## config.mk

```make
export PLATFORM = sky130hd
export DESIGN_NAME = frr_freq_ref_ramp
export DESIGN_NICKNAME = d
export VERILOG_FILES = /design/src/core/frr_pkg.sv /design/src/core/frr_ramp_if.sv /design/src/core/frr_freq_ref_ramp.sv /design/src/core/frr_cond.sv /design/src/core/frr_time.sv
export SDC_FILE = /design/constraint.sdc
export NUM_CORES = 2
export LEC_CHECK = 0
export BUFFER_PORTS_ARGS = -buffer_cell sky130_fd_sc_hd__buf_2
export CORE_MARGIN = 2
export CORE_UTILIZATION = 50
export DETAILED_ROUTE_END_ITERATION = 10
export GPL_ROUTABILITY_DRIVEN = 0
export PLACE_DENSITY_LB_ADDON = 0.05
export SYNTH_ARGS = -nofsm -noshare
export SYNTH_HDL_FRONTEND = slang
export SYNTH_HIERARCHICAL = 1
export SYNTH_SLANG_ARGS = --single-unit
```

## constraint.sdc

```tcl
create_clock -name mclk -period 23.9 [get_ports mclk]
set_input_delay 2.39 -clock mclk [delete_from_list [all_inputs] [get_ports mclk]]
set_output_delay 2.39 -clock mclk [all_outputs]
set_load 0.02 [all_outputs]
```

## src/core/frr_pkg.sv

```systemverilog
// Notes on behaviour
// - Command above upper limit runs at limit.
// - Command between minimum and lower limit runs lower.
// - Command below minimum: ready, no output.
// - Trimmed output still capped at upper limit.
// - Start at minimum frequency, ignoring lower limit.
// - Accel time spans zero to maximum frequency.
// - Decel time spans maximum frequency to zero.
// - Unit select picks short or long range.
// - Optimal mode ignores programmed ramp times.
// - Four time pairs by inputs, pair one default.
// - Stall or torque limit may stretch ramps.
// - Jog ramps to jog frequency and back.
// - Jog refused while running; jog blocks run.
// - Threshold swaps pairs one/four; inputs win.
// - S-curve off when ramp time is zero.
// - Effective time adds half the segment sum.
// - Segment times clamped per unit range.
// - Zero skip bounds disable that band.
// - Three bands keep steady output outside.
// - Ramps pass through skip bands continuously.
// - Run-mode deceleration cuts output at minimum frequency.
package frr_pkg;

    localparam int FREQ_W    = 16;
    localparam int TIME_W    = 20;
    localparam int DEN_W     = 40;
    localparam int NUM_PAIRS = 4;
    localparam int NUM_BANDS = 3;
    localparam int SYNC_W    = 5;

    localparam logic [FREQ_W-1:0] FREQ_LIMIT = 16'hea60;
    localparam logic [FREQ_W-1:0] FREQ_ZERO  = 16'h0000;

    localparam logic [TIME_W-1:0] RAMP_MAX_SHORT   = 20'h0ea60;
    localparam logic [TIME_W-1:0] RAMP_MAX_LONG    = 20'h927c0;
    localparam logic [TIME_W-1:0] SCURVE_MAX_SHORT = 20'h009c4;
    localparam logic [TIME_W-1:0] SCURVE_MAX_LONG  = 20'h061a8;

    localparam int CLK_PERIOD_NS    = 50;
    localparam int TIME_LSB_NS      = 10000000;
    localparam int CYC_PER_TIME_LSB = TIME_LSB_NS / CLK_PERIOD_NS;

    localparam logic [1:0] PAIR_ONE  = 2'h0;
    localparam logic [1:0] PAIR_FOUR = 2'h3;

    typedef enum logic [1:0] {MODE_IDLE, MODE_RUN, MODE_JOG} frr_mode_t;

    function automatic logic [TIME_W-1:0] clampTime(input logic [TIME_W-1:0] t,
                                                    input logic [TIME_W-1:0] lim);
        return (t > lim) ? lim : t;
    endfunction

    function automatic logic [TIME_W:0] effTime(input logic [TIME_W-1:0] t,
                                                input logic [TIME_W-1:0] b,
                                                input logic [TIME_W-1:0] a);
        logic [TIME_W-1:0] bc;
        logic [TIME_W-1:0] ac;
        logic [TIME_W:0]   half;
        bc   = (b > t) ? t : b;
        ac   = (a > t) ? t : a;
        half = (21'(bc) + 21'(ac)) >> 1;
        if (t == '0) begin
            return '0;
        end
        return 21'(t) + half;
    endfunction

endpackage

```

## src/core/frr_ramp_if.sv

```systemverilog
`timescale 1ns/1ns
interface frr_ramp_if;
    logic [frr_pkg::FREQ_W-1:0] target;
    logic                       inactive;
    logic [frr_pkg::FREQ_W-1:0] upperEff;
    logic [frr_pkg::FREQ_W-1:0] outFreq;
    logic                       jogMode;
    logic [frr_pkg::DEN_W-1:0]  accelDen;
    logic [frr_pkg::DEN_W-1:0]  decelDen;
    logic [1:0]                 pairIdx;

    modport core   (input target, inactive, upperEff, accelDen, decelDen, pairIdx,
                    output outFreq, jogMode);
    modport cond   (output target, inactive, upperEff);
    modport timing (input outFreq, jogMode, output accelDen, decelDen, pairIdx);
endinterface

```

## src/core/frr_freq_ref_ramp.sv

```systemverilog
`timescale 1ns/1ns
module frr_freq_ref_ramp #(
    parameter int CYC_PER_TIME_LSB = frr_pkg::CYC_PER_TIME_LSB
) (
    input  wire logic                            mclk,                  // Control clock.
    input  wire logic                            rst,                   // Sync reset.
    input  wire logic                            ce,                    // Clock enable.
    input  wire logic [frr_pkg::FREQ_W-1:0]      freqCmd,               // Command, 0.01 Hz.
    input  wire logic                            runCmd,                // Run pin.
    input  wire logic                            jogCmd,                // Jog pin.
    input  wire logic                            pairSelEn,             // Select pin valid.
    input  wire logic [1:0]                      pairSel,               // Select pins.
    input  wire logic [frr_pkg::FREQ_W-1:0]      maxOperationFreq,      // Ramp span.
    input  wire logic [frr_pkg::FREQ_W-1:0]      minOutputFreqMotorOne, // Minimum output.
    input  wire logic [frr_pkg::FREQ_W-1:0]      outputFreqUpperLimit,  // Upper limit.
    input  wire logic [frr_pkg::FREQ_W-1:0]      outputFreqLowerLimit,  // Lower limit.
    input  wire logic                            rampTimeUnitSelect,    // 1 = long range.
    input  wire logic                            optimalRampMode,       // Auto ramp.
    input  wire logic                            stallHold,             // Stretch ramp.
    input  wire logic [frr_pkg::FREQ_W-1:0]      slipCompensationTrim,  // Added on top.
    input  wire logic [3:0][frr_pkg::TIME_W-1:0] accelTimes,            // Accel per pair.
    input  wire logic [3:0][frr_pkg::TIME_W-1:0] decelTimes,            // Decel per pair.
    input  wire logic [frr_pkg::FREQ_W-1:0]      jogTargetFreq,         // Jog frequency.
    input  wire logic [frr_pkg::TIME_W-1:0]      jogAccelTime,          // Jog accel time.
    input  wire logic [frr_pkg::TIME_W-1:0]      jogDecelTime,          // Jog decel time.
    input  wire logic [frr_pkg::FREQ_W-1:0]      pairOneFourSwitchFreq, // Pair switch.
    input  wire logic [frr_pkg::TIME_W-1:0]      scurveAccelBegin,      // Segment time.
    input  wire logic [frr_pkg::TIME_W-1:0]      scurveAccelArrival,    // Segment time.
    input  wire logic [frr_pkg::TIME_W-1:0]      scurveDecelBegin,      // Segment time.
    input  wire logic [frr_pkg::TIME_W-1:0]      scurveDecelArrival,    // Segment time.
    input  wire logic [5:0][frr_pkg::FREQ_W-1:0] skipBounds,            // Band bounds.
    output logic      [frr_pkg::FREQ_W-1:0]      freqRef,               // Output reference.
    output logic                                 running,               // Normal run.
    output logic                                 jogging,               // Jog run.
    output logic                                 atTarget,              // Ramp settled.
    output logic      [1:0]                      pairActive             // Time pair in use.
);
    import frr_pkg::*;

    // ****************************************************************
    // State.
    // ****************************************************************
    typedef struct packed {
        frr_mode_t         mode;
        logic [SYNC_W-1:0] s1;
        logic [SYNC_W-1:0] s2;
        logic [SYNC_W-1:0] s3;
        logic [SYNC_W-1:0] pins;
        logic [FREQ_W-1:0] outFreq;
        logic [DEN_W-1:0]  acc;
        logic [FREQ_W-1:0] freqRef;
        logic              running;
        logic              jogging;
        logic              atTarget;
        logic [1:0]        pairActive;
    } frr_state_t;

    frr_state_t q;
    frr_state_t d;

    frr_ramp_if rif ();

    logic              runS;
    logic              jogS;
    logic [FREQ_W-1:0] rampTarget;
    logic [FREQ_W-1:0] spanFreq;
    logic [DEN_W-1:0]  denNow;
    logic [DEN_W:0]    stepAcc;
    logic [FREQ_W:0]   trimSum;
    logic              cutNow;
    logic              doRamp;

    assign runS = q.pins[4];
    assign jogS = q.pins[3];

    assign rif.outFreq = q.outFreq;
    assign rif.jogMode = q.mode == MODE_JOG;

    // ****************************************************************
    // Target conditioning and ramp times.
    // ****************************************************************
    frr_cond u_cond (
        .freqCmd               (freqCmd),
        .minOutputFreqMotorOne (minOutputFreqMotorOne),
        .outputFreqLowerLimit  (outputFreqLowerLimit),
        .outputFreqUpperLimit  (outputFreqUpperLimit),
        .skipBounds            (skipBounds),
        .rif                   (rif.cond)
    );

    frr_time #(
        .CYC_PER_TIME_LSB (CYC_PER_TIME_LSB)
    ) u_time (
        .accelTimes            (accelTimes),
        .decelTimes            (decelTimes),
        .jogAccelTime          (jogAccelTime),
        .jogDecelTime          (jogDecelTime),
        .scurveAccelBegin      (scurveAccelBegin),
        .scurveAccelArrival    (scurveAccelArrival),
        .scurveDecelBegin      (scurveDecelBegin),
        .scurveDecelArrival    (scurveDecelArrival),
        .rampTimeUnitSelect    (rampTimeUnitSelect),
        .pairOneFourSwitchFreq (pairOneFourSwitchFreq),
        .pairSelEn             (q.pins[2]),
        .pairSel               (q.pins[1:0]),
        .rif                   (rif.timing)
    );

    // ****************************************************************
    // Next state.
    // ****************************************************************
    always_comb begin
        d = q;
        if (q.mode == MODE_JOG) begin
            rampTarget = jogS ? jogTargetFreq : FREQ_ZERO;
            spanFreq   = jogTargetFreq;
        end else begin
            rampTarget = (runS && !rif.inactive) ? rif.target : FREQ_ZERO;
            spanFreq   = maxOperationFreq;
        end
        if (optimalRampMode) begin
            denNow = DEN_W'(spanFreq);
        end else begin
            denNow = (rampTarget > q.outFreq) ? rif.accelDen : rif.decelDen;
        end
        stepAcc = {1'b0, q.acc} + (DEN_W+1)'(spanFreq);
        cutNow  = q.mode == MODE_RUN && rampTarget == FREQ_ZERO &&
                  q.outFreq <= minOutputFreqMotorOne;
        doRamp  = 1'b0;
        trimSum = '0;
        if (ce) begin
            d.s1 = {runCmd, jogCmd, pairSelEn, pairSel};
            d.s2 = q.s1;
            d.s3 = q.s2;
            if (q.s2 == q.s3) begin
                d.pins = q.s3;
            end
            case (q.mode)
                MODE_IDLE: begin
                    d.outFreq = FREQ_ZERO;
                    d.acc     = '0;
                    if (jogS) begin
                        d.mode = MODE_JOG;
                    end else if (runS && !rif.inactive) begin
                        d.mode    = MODE_RUN;
                        d.outFreq = minOutputFreqMotorOne;
                    end
                end
                MODE_RUN: begin
                    if (cutNow) begin
                        d.mode    = MODE_IDLE;
                        d.outFreq = FREQ_ZERO;
                        d.acc     = '0;
                    end else begin
                        doRamp = 1'b1;
                    end
                end
                MODE_JOG: begin
                    if (!jogS && q.outFreq == FREQ_ZERO) begin
                        d.mode = MODE_IDLE;
                        d.acc  = '0;
                    end else begin
                        doRamp = 1'b1;
                    end
                end
                default: begin
                    d.mode = MODE_IDLE;
                end
            endcase
            // The output walks through skip bands; only the steady target avoids them.
            if (doRamp && q.outFreq == rampTarget) begin
                d.acc = '0;
            end else if (doRamp && !stallHold) begin
                if (denNow == '0) begin
                    d.outFreq = rampTarget;
                    d.acc     = '0;
                end else if (stepAcc >= {1'b0, denNow}) begin
                    d.acc     = DEN_W'(stepAcc - {1'b0, denNow});
                    d.outFreq = (rampTarget > q.outFreq) ? q.outFreq + 16'h0001
                                                         : q.outFreq - 16'h0001;
                end else begin
                    d.acc = DEN_W'(stepAcc);
                end
            end
            trimSum = {1'b0, d.outFreq} + {1'b0, slipCompensationTrim};
            if (d.mode == MODE_IDLE) begin
                d.freqRef = FREQ_ZERO;
            end else if (trimSum > {1'b0, rif.upperEff}) begin
                d.freqRef = rif.upperEff;
            end else begin
                d.freqRef = FREQ_W'(trimSum);
            end
            d.running    = d.mode == MODE_RUN;
            d.jogging    = d.mode == MODE_JOG;
            d.atTarget   = d.mode != MODE_IDLE && d.outFreq == rampTarget;
            d.pairActive = rif.pairIdx;
        end
    end

    always_ff @(posedge mclk) begin
        if (rst) begin
            q <= '0;
        end else begin
            q <= d;
        end
    end

    assign freqRef    = q.freqRef;
    assign running    = q.running;
    assign jogging    = q.jogging;
    assign atTarget   = q.atTarget;
    assign pairActive = q.pairActive;
endmodule // frr_freq_ref_ramp

```

## src/core/frr_cond.sv

```systemverilog
`timescale 1ns/1ns
module frr_cond (
    input  wire logic [frr_pkg::FREQ_W-1:0]      freqCmd,              // Frequency command.
    input  wire logic [frr_pkg::FREQ_W-1:0]      minOutputFreqMotorOne, // Minimum output.
    input  wire logic [frr_pkg::FREQ_W-1:0]      outputFreqLowerLimit, // Lower limit.
    input  wire logic [frr_pkg::FREQ_W-1:0]      outputFreqUpperLimit, // Upper limit.
    input  wire logic [5:0][frr_pkg::FREQ_W-1:0] skipBounds,           // Band bounds.
    frr_ramp_if.cond                              rif                   // Target side.
);
    import frr_pkg::*;

    logic [FREQ_W-1:0] steered;
    logic [FREQ_W-1:0] upperCap;
    logic [FREQ_W-1:0] clamped;

    always_comb begin
        steered = freqCmd;
        for (int i = 0; i < NUM_BANDS; i++) begin
            if ((skipBounds[2*i] != FREQ_ZERO || skipBounds[2*i+1] != FREQ_ZERO) &&
                freqCmd > skipBounds[2*i+1] && freqCmd < skipBounds[2*i]) begin
                steered = skipBounds[2*i+1];
            end
        end
        upperCap = (outputFreqUpperLimit > FREQ_LIMIT) ? FREQ_LIMIT : outputFreqUpperLimit;
        clamped  = steered;
        if (clamped < outputFreqLowerLimit) begin
            clamped = outputFreqLowerLimit;
        end
        if (clamped > upperCap) begin
            clamped = upperCap;
        end
        rif.inactive = freqCmd < minOutputFreqMotorOne;
        rif.target   = rif.inactive ? FREQ_ZERO : clamped;
        rif.upperEff = upperCap;
    end

endmodule // frr_cond

```

## src/core/frr_time.sv

```systemverilog
`timescale 1ns/1ns
module frr_time #(
    parameter int CYC_PER_TIME_LSB = frr_pkg::CYC_PER_TIME_LSB
) (
    input  wire logic [3:0][frr_pkg::TIME_W-1:0] accelTimes,            // Accel per pair.
    input  wire logic [3:0][frr_pkg::TIME_W-1:0] decelTimes,            // Decel per pair.
    input  wire logic [frr_pkg::TIME_W-1:0]      jogAccelTime,          // Jog accel time.
    input  wire logic [frr_pkg::TIME_W-1:0]      jogDecelTime,          // Jog decel time.
    input  wire logic [frr_pkg::TIME_W-1:0]      scurveAccelBegin,      // Segment time.
    input  wire logic [frr_pkg::TIME_W-1:0]      scurveAccelArrival,    // Segment time.
    input  wire logic [frr_pkg::TIME_W-1:0]      scurveDecelBegin,      // Segment time.
    input  wire logic [frr_pkg::TIME_W-1:0]      scurveDecelArrival,    // Segment time.
    input  wire logic                            rampTimeUnitSelect,    // 1 = long range.
    input  wire logic [frr_pkg::FREQ_W-1:0]      pairOneFourSwitchFreq, // Pair switch.
    input  wire logic                            pairSelEn,             // Select in force.
    input  wire logic [1:0]                      pairSel,               // Selected pair.
    frr_ramp_if.timing                            rif                    // Ramp side.
);
    import frr_pkg::*;

    logic [TIME_W-1:0] rampMax;
    logic [TIME_W-1:0] segMax;
    logic [TIME_W-1:0] ta;
    logic [TIME_W-1:0] td;
    logic [1:0]        pair;

    always_comb begin
        rampMax = rampTimeUnitSelect ? RAMP_MAX_LONG : RAMP_MAX_SHORT;
        segMax  = rampTimeUnitSelect ? SCURVE_MAX_LONG : SCURVE_MAX_SHORT;
        if (pairSelEn) begin
            pair = pairSel;
        end else if (pairOneFourSwitchFreq != FREQ_ZERO &&
                     rif.outFreq >= pairOneFourSwitchFreq) begin
            pair = PAIR_FOUR;
        end else begin
            pair = PAIR_ONE;
        end
        ta = clampTime(rif.jogMode ? jogAccelTime : accelTimes[pair], rampMax);
        td = clampTime(rif.jogMode ? jogDecelTime : decelTimes[pair], rampMax);
        // Segment rounding is folded into the slope as a stretch of the ramp.
        rif.accelDen = DEN_W'(effTime(ta, clampTime(scurveAccelBegin, segMax),
                                      clampTime(scurveAccelArrival, segMax))) *
                       DEN_W'(CYC_PER_TIME_LSB);
        rif.decelDen = DEN_W'(effTime(td, clampTime(scurveDecelBegin, segMax),
                                      clampTime(scurveDecelArrival, segMax))) *
                       DEN_W'(CYC_PER_TIME_LSB);
        rif.pairIdx  = pair;
    end

endmodule // frr_time

```

==> run_results.csv <==
group,metric,value,unit
outcome,status,"completed",
synth,synthXorXnorAreaFrac,0.0516,
layout,register_area,0.00198,mm^2
synth,synthFlopType,"dfxtp_1",
sta,final.setup.tns,0,ns
setup_path,crit_path_start_kind,"input port",
floorplan,rows,99,
setup_path,required,24.15,ns
clock_network,clockBufferDepth,2,
synth,syn_area_per_cell,7.50,um^2
sta,hold_viol,0,
grt,antenna_found_initial,11,
synth,yosysMostFrequentCell,"ha_1",
floorplan,die_y,275,um
synth,synthTopCellsByCount,"741 x ha_1, 688 x inv_1, 379 x nand2_1",
layout,fin_nets,6897,
grt,grt.overflow.total,0,
route,vias,38300,
layout,stdcell_area,0.0429,mm^2
synth,yosys_warnings,6,
hold_path,hp-start,"freqRef[14]",
setup_path,worst-path-max-fanout,6,
floorplan,die-area,0.0756,mm^2
hold_path,hold_class,"reg2reg",
sta,slew_viol_final,0,
synth,yosys.area.top_type,"ha_1",
setup_path,worst-path-buf-inv,13,
setup_path,end_kind,"flop",
sta,max_freq,43.4,MHz
setup_path,critPathKind,"in2reg",
clock_network,cts_tree,"yes",
sta,period_needed,23.05,ns
sta,setup_viol_count_final,0,
synth,synthCells,4893,
synth,synth-simple-area-share,0.183,
sta,tightestPinTransition,1.20,ns
grt,grtUsageTotal,0.338,
floorplan,coreArea,0.0728,mm^2
clock_network,root_buffer,"clkbuf_16",
layout,final_layout_size_suffix_gt1_frac,0.201,
route,ant_nets,0,
route,route.met3.wl,10.7,mm
clock_network,cts_buffers,9,
sta,fin_skew,0.0135,ns
sta,finalCritPeriodShare,0.964,
placed_design,placed_cell_area,0.0412,mm^2
route,top_layer,"met5",
floorplan,initial_core_util,0.504,
setup_path,cpPeakStageDelay,0.53,ns
setup_path,cp.arrival,23.30,ns
placed_design,port_buffers,535,
synth,synth_top_family_by_area,"adder cells",
synth,netlist.area_leader.share,0.253,
route,drc,0,
synth,synth.distinct_cells,121,
grt,grt_pass1_wl,202,mm
layout,multiInputGateArea,0.0324,mm^2
grt,grt_max_degree,52,
setup_path,r2r-start,"rif.outFreq[14]",
synth,async_flop_share,0,
route,drt-met1-wl,54.7,mm
setup_path,path_common_cell,"a21oi_2",
floorplan,die_x,275,um
route,drtIter0Drc,2822,
synth,synth_seq_cells,99,
setup_path,r2r_cells,105,
synth,yosys.area_share.adder,0.326,
run,maxCapViolations,0,
route,wl_met2,60.1,mm
synth,synth_edf_count,0,
hold_path,holdPathStages,2,
route,dr.pass1.iters,7,
setup_path,crit_slowest_cell,"fa_1",
grt,grt_pass1_vias,36900,
synth,synth_seq_area_share,0.0540,
route,post_drt_wl_per_cell,20.6,um
synth,muxShareOfSynthArea,0.0580,
layout,area_growth,17.0,%
setup_path,r2r_slack,2.44,ns
clock_network,clkTransAtPathRegs,0.08,ns
synth,synth_area,0.0367,mm^2
synth,synth_area_leaders,"ha_1 25%, fa_1 7.3%, inv_1 7.0%",
layout,fillers,6963,
clock_network,cts.sinks,99,
floorplan,ios,536,
setup_path,cp-startpoint,"pairOneFourSwitchFreq[14]",
route,vias_per_cell,5.91,
clock_network,clk_latency,0.39,ns
synth,synth_compound_area_frac,0.234,
clock_network,holdBufCountCts,0,
route,wl,133,mm
sta,max_slew_margin,0.196,
placed_design,dpl.hpwl,112,mm
clock_network,htree_levels,3,
setup_path,cp.depth,107,
setup_path,path_delay_family,"compound AO/OA/AOI/OAI gates",
[per-stage QoR]
step	setup WS (ns)	std cells	util	hold slack, ns
after global placement	-0.793	6414	0.566	0.436
after CTS	0.0131	6431	0.571	0.467
final	0.854	6479	0.589	0.467
after global routing	-0.142	6478	0.589	0.486
after detailed placement	-1.03	6414	0.566	0.445
after floorplan	0.100	4926	-	0.426
[flip-flops by register name, indices dropped and copies added (netlist names)]
name	flops
jogging	1
atTarget	1
running	1
pairActive	2
q	61
rif.outFreq	16
jogS	1
freqRef	16
[final timing paths]
check / end
worst max-delay path: freqRef[10]
worst min-delay path: freqRef[14]
worst max register to register: freqRef[10]
worst min register to register: freqRef[14]
[cell type report]
cell class                 instances  share of cell area
inverter                         694              0.0607
antenna                            7            0.000408
clock buffer                       9             0.00525
tap                              959              0.0280
clock inverter                     7             0.00157
timing repair buffer             737               0.102
multi-input combinational       3967               0.756
sequential                        99              0.0462
[placed cells by master, fill, tap and decap left out, drive strengths merged, types with 46 or more instances in the layout]
cell type / count
ha: 741
buf: 733
inv: 697
nand2: 380
nor2: 370
a21oi: 364
o21ai: 231
xnor2: 167
fa: 133
a21o: 126
mux2i: 105
dfxtp: 99
nand3: 98
mux2: 95
nor3: 83
nand4: 78
nor4: 65
o21a: 60
nor2b: 54
xor2: 49
o22ai: 46
[kinds of logic (layout without fill, tap and decap cells)]
family                   after synthesis  in the layout
other                                  1             41
adder cells (fa/ha/maj)              875            875
AO/OA/AOI/OAI                       1270           1270
AND/OR/NAND/NOR                     1372           1372
flip-flops                            99             99
buffers and inverters                860           1447
multiplexers                         200            200
XOR/XNOR                             216            216
[layer usage]
layer,vias up,track usage
met2,1605,0.569
met1,17600,0.416
met3,419,0.0559
met4,6,0.173
met5,-,0
li1,18600,-
[repair_timing]
action	CTS	global route
gates cloned	0	4
endpoints found under the setup margin	16	16
setup buffers	1	37
gates resized for setup	26	213
pin swaps	6	88
[worst register-to-register path: cells and delay by family, from the launching register on]
family,cells,cell delay (ns)
compound gates,50,8.75
fa+ha+maj,13,4.60
simple gates,24,4.56
buf+inv,11,1.39
mux,4,1.13
flops,1,0.48
xor+xnor,3,0.39
Power is left out: the tool's default activity adds up to more than one toggle a clock period on the data nets, which glitch-free logic cannot reach.
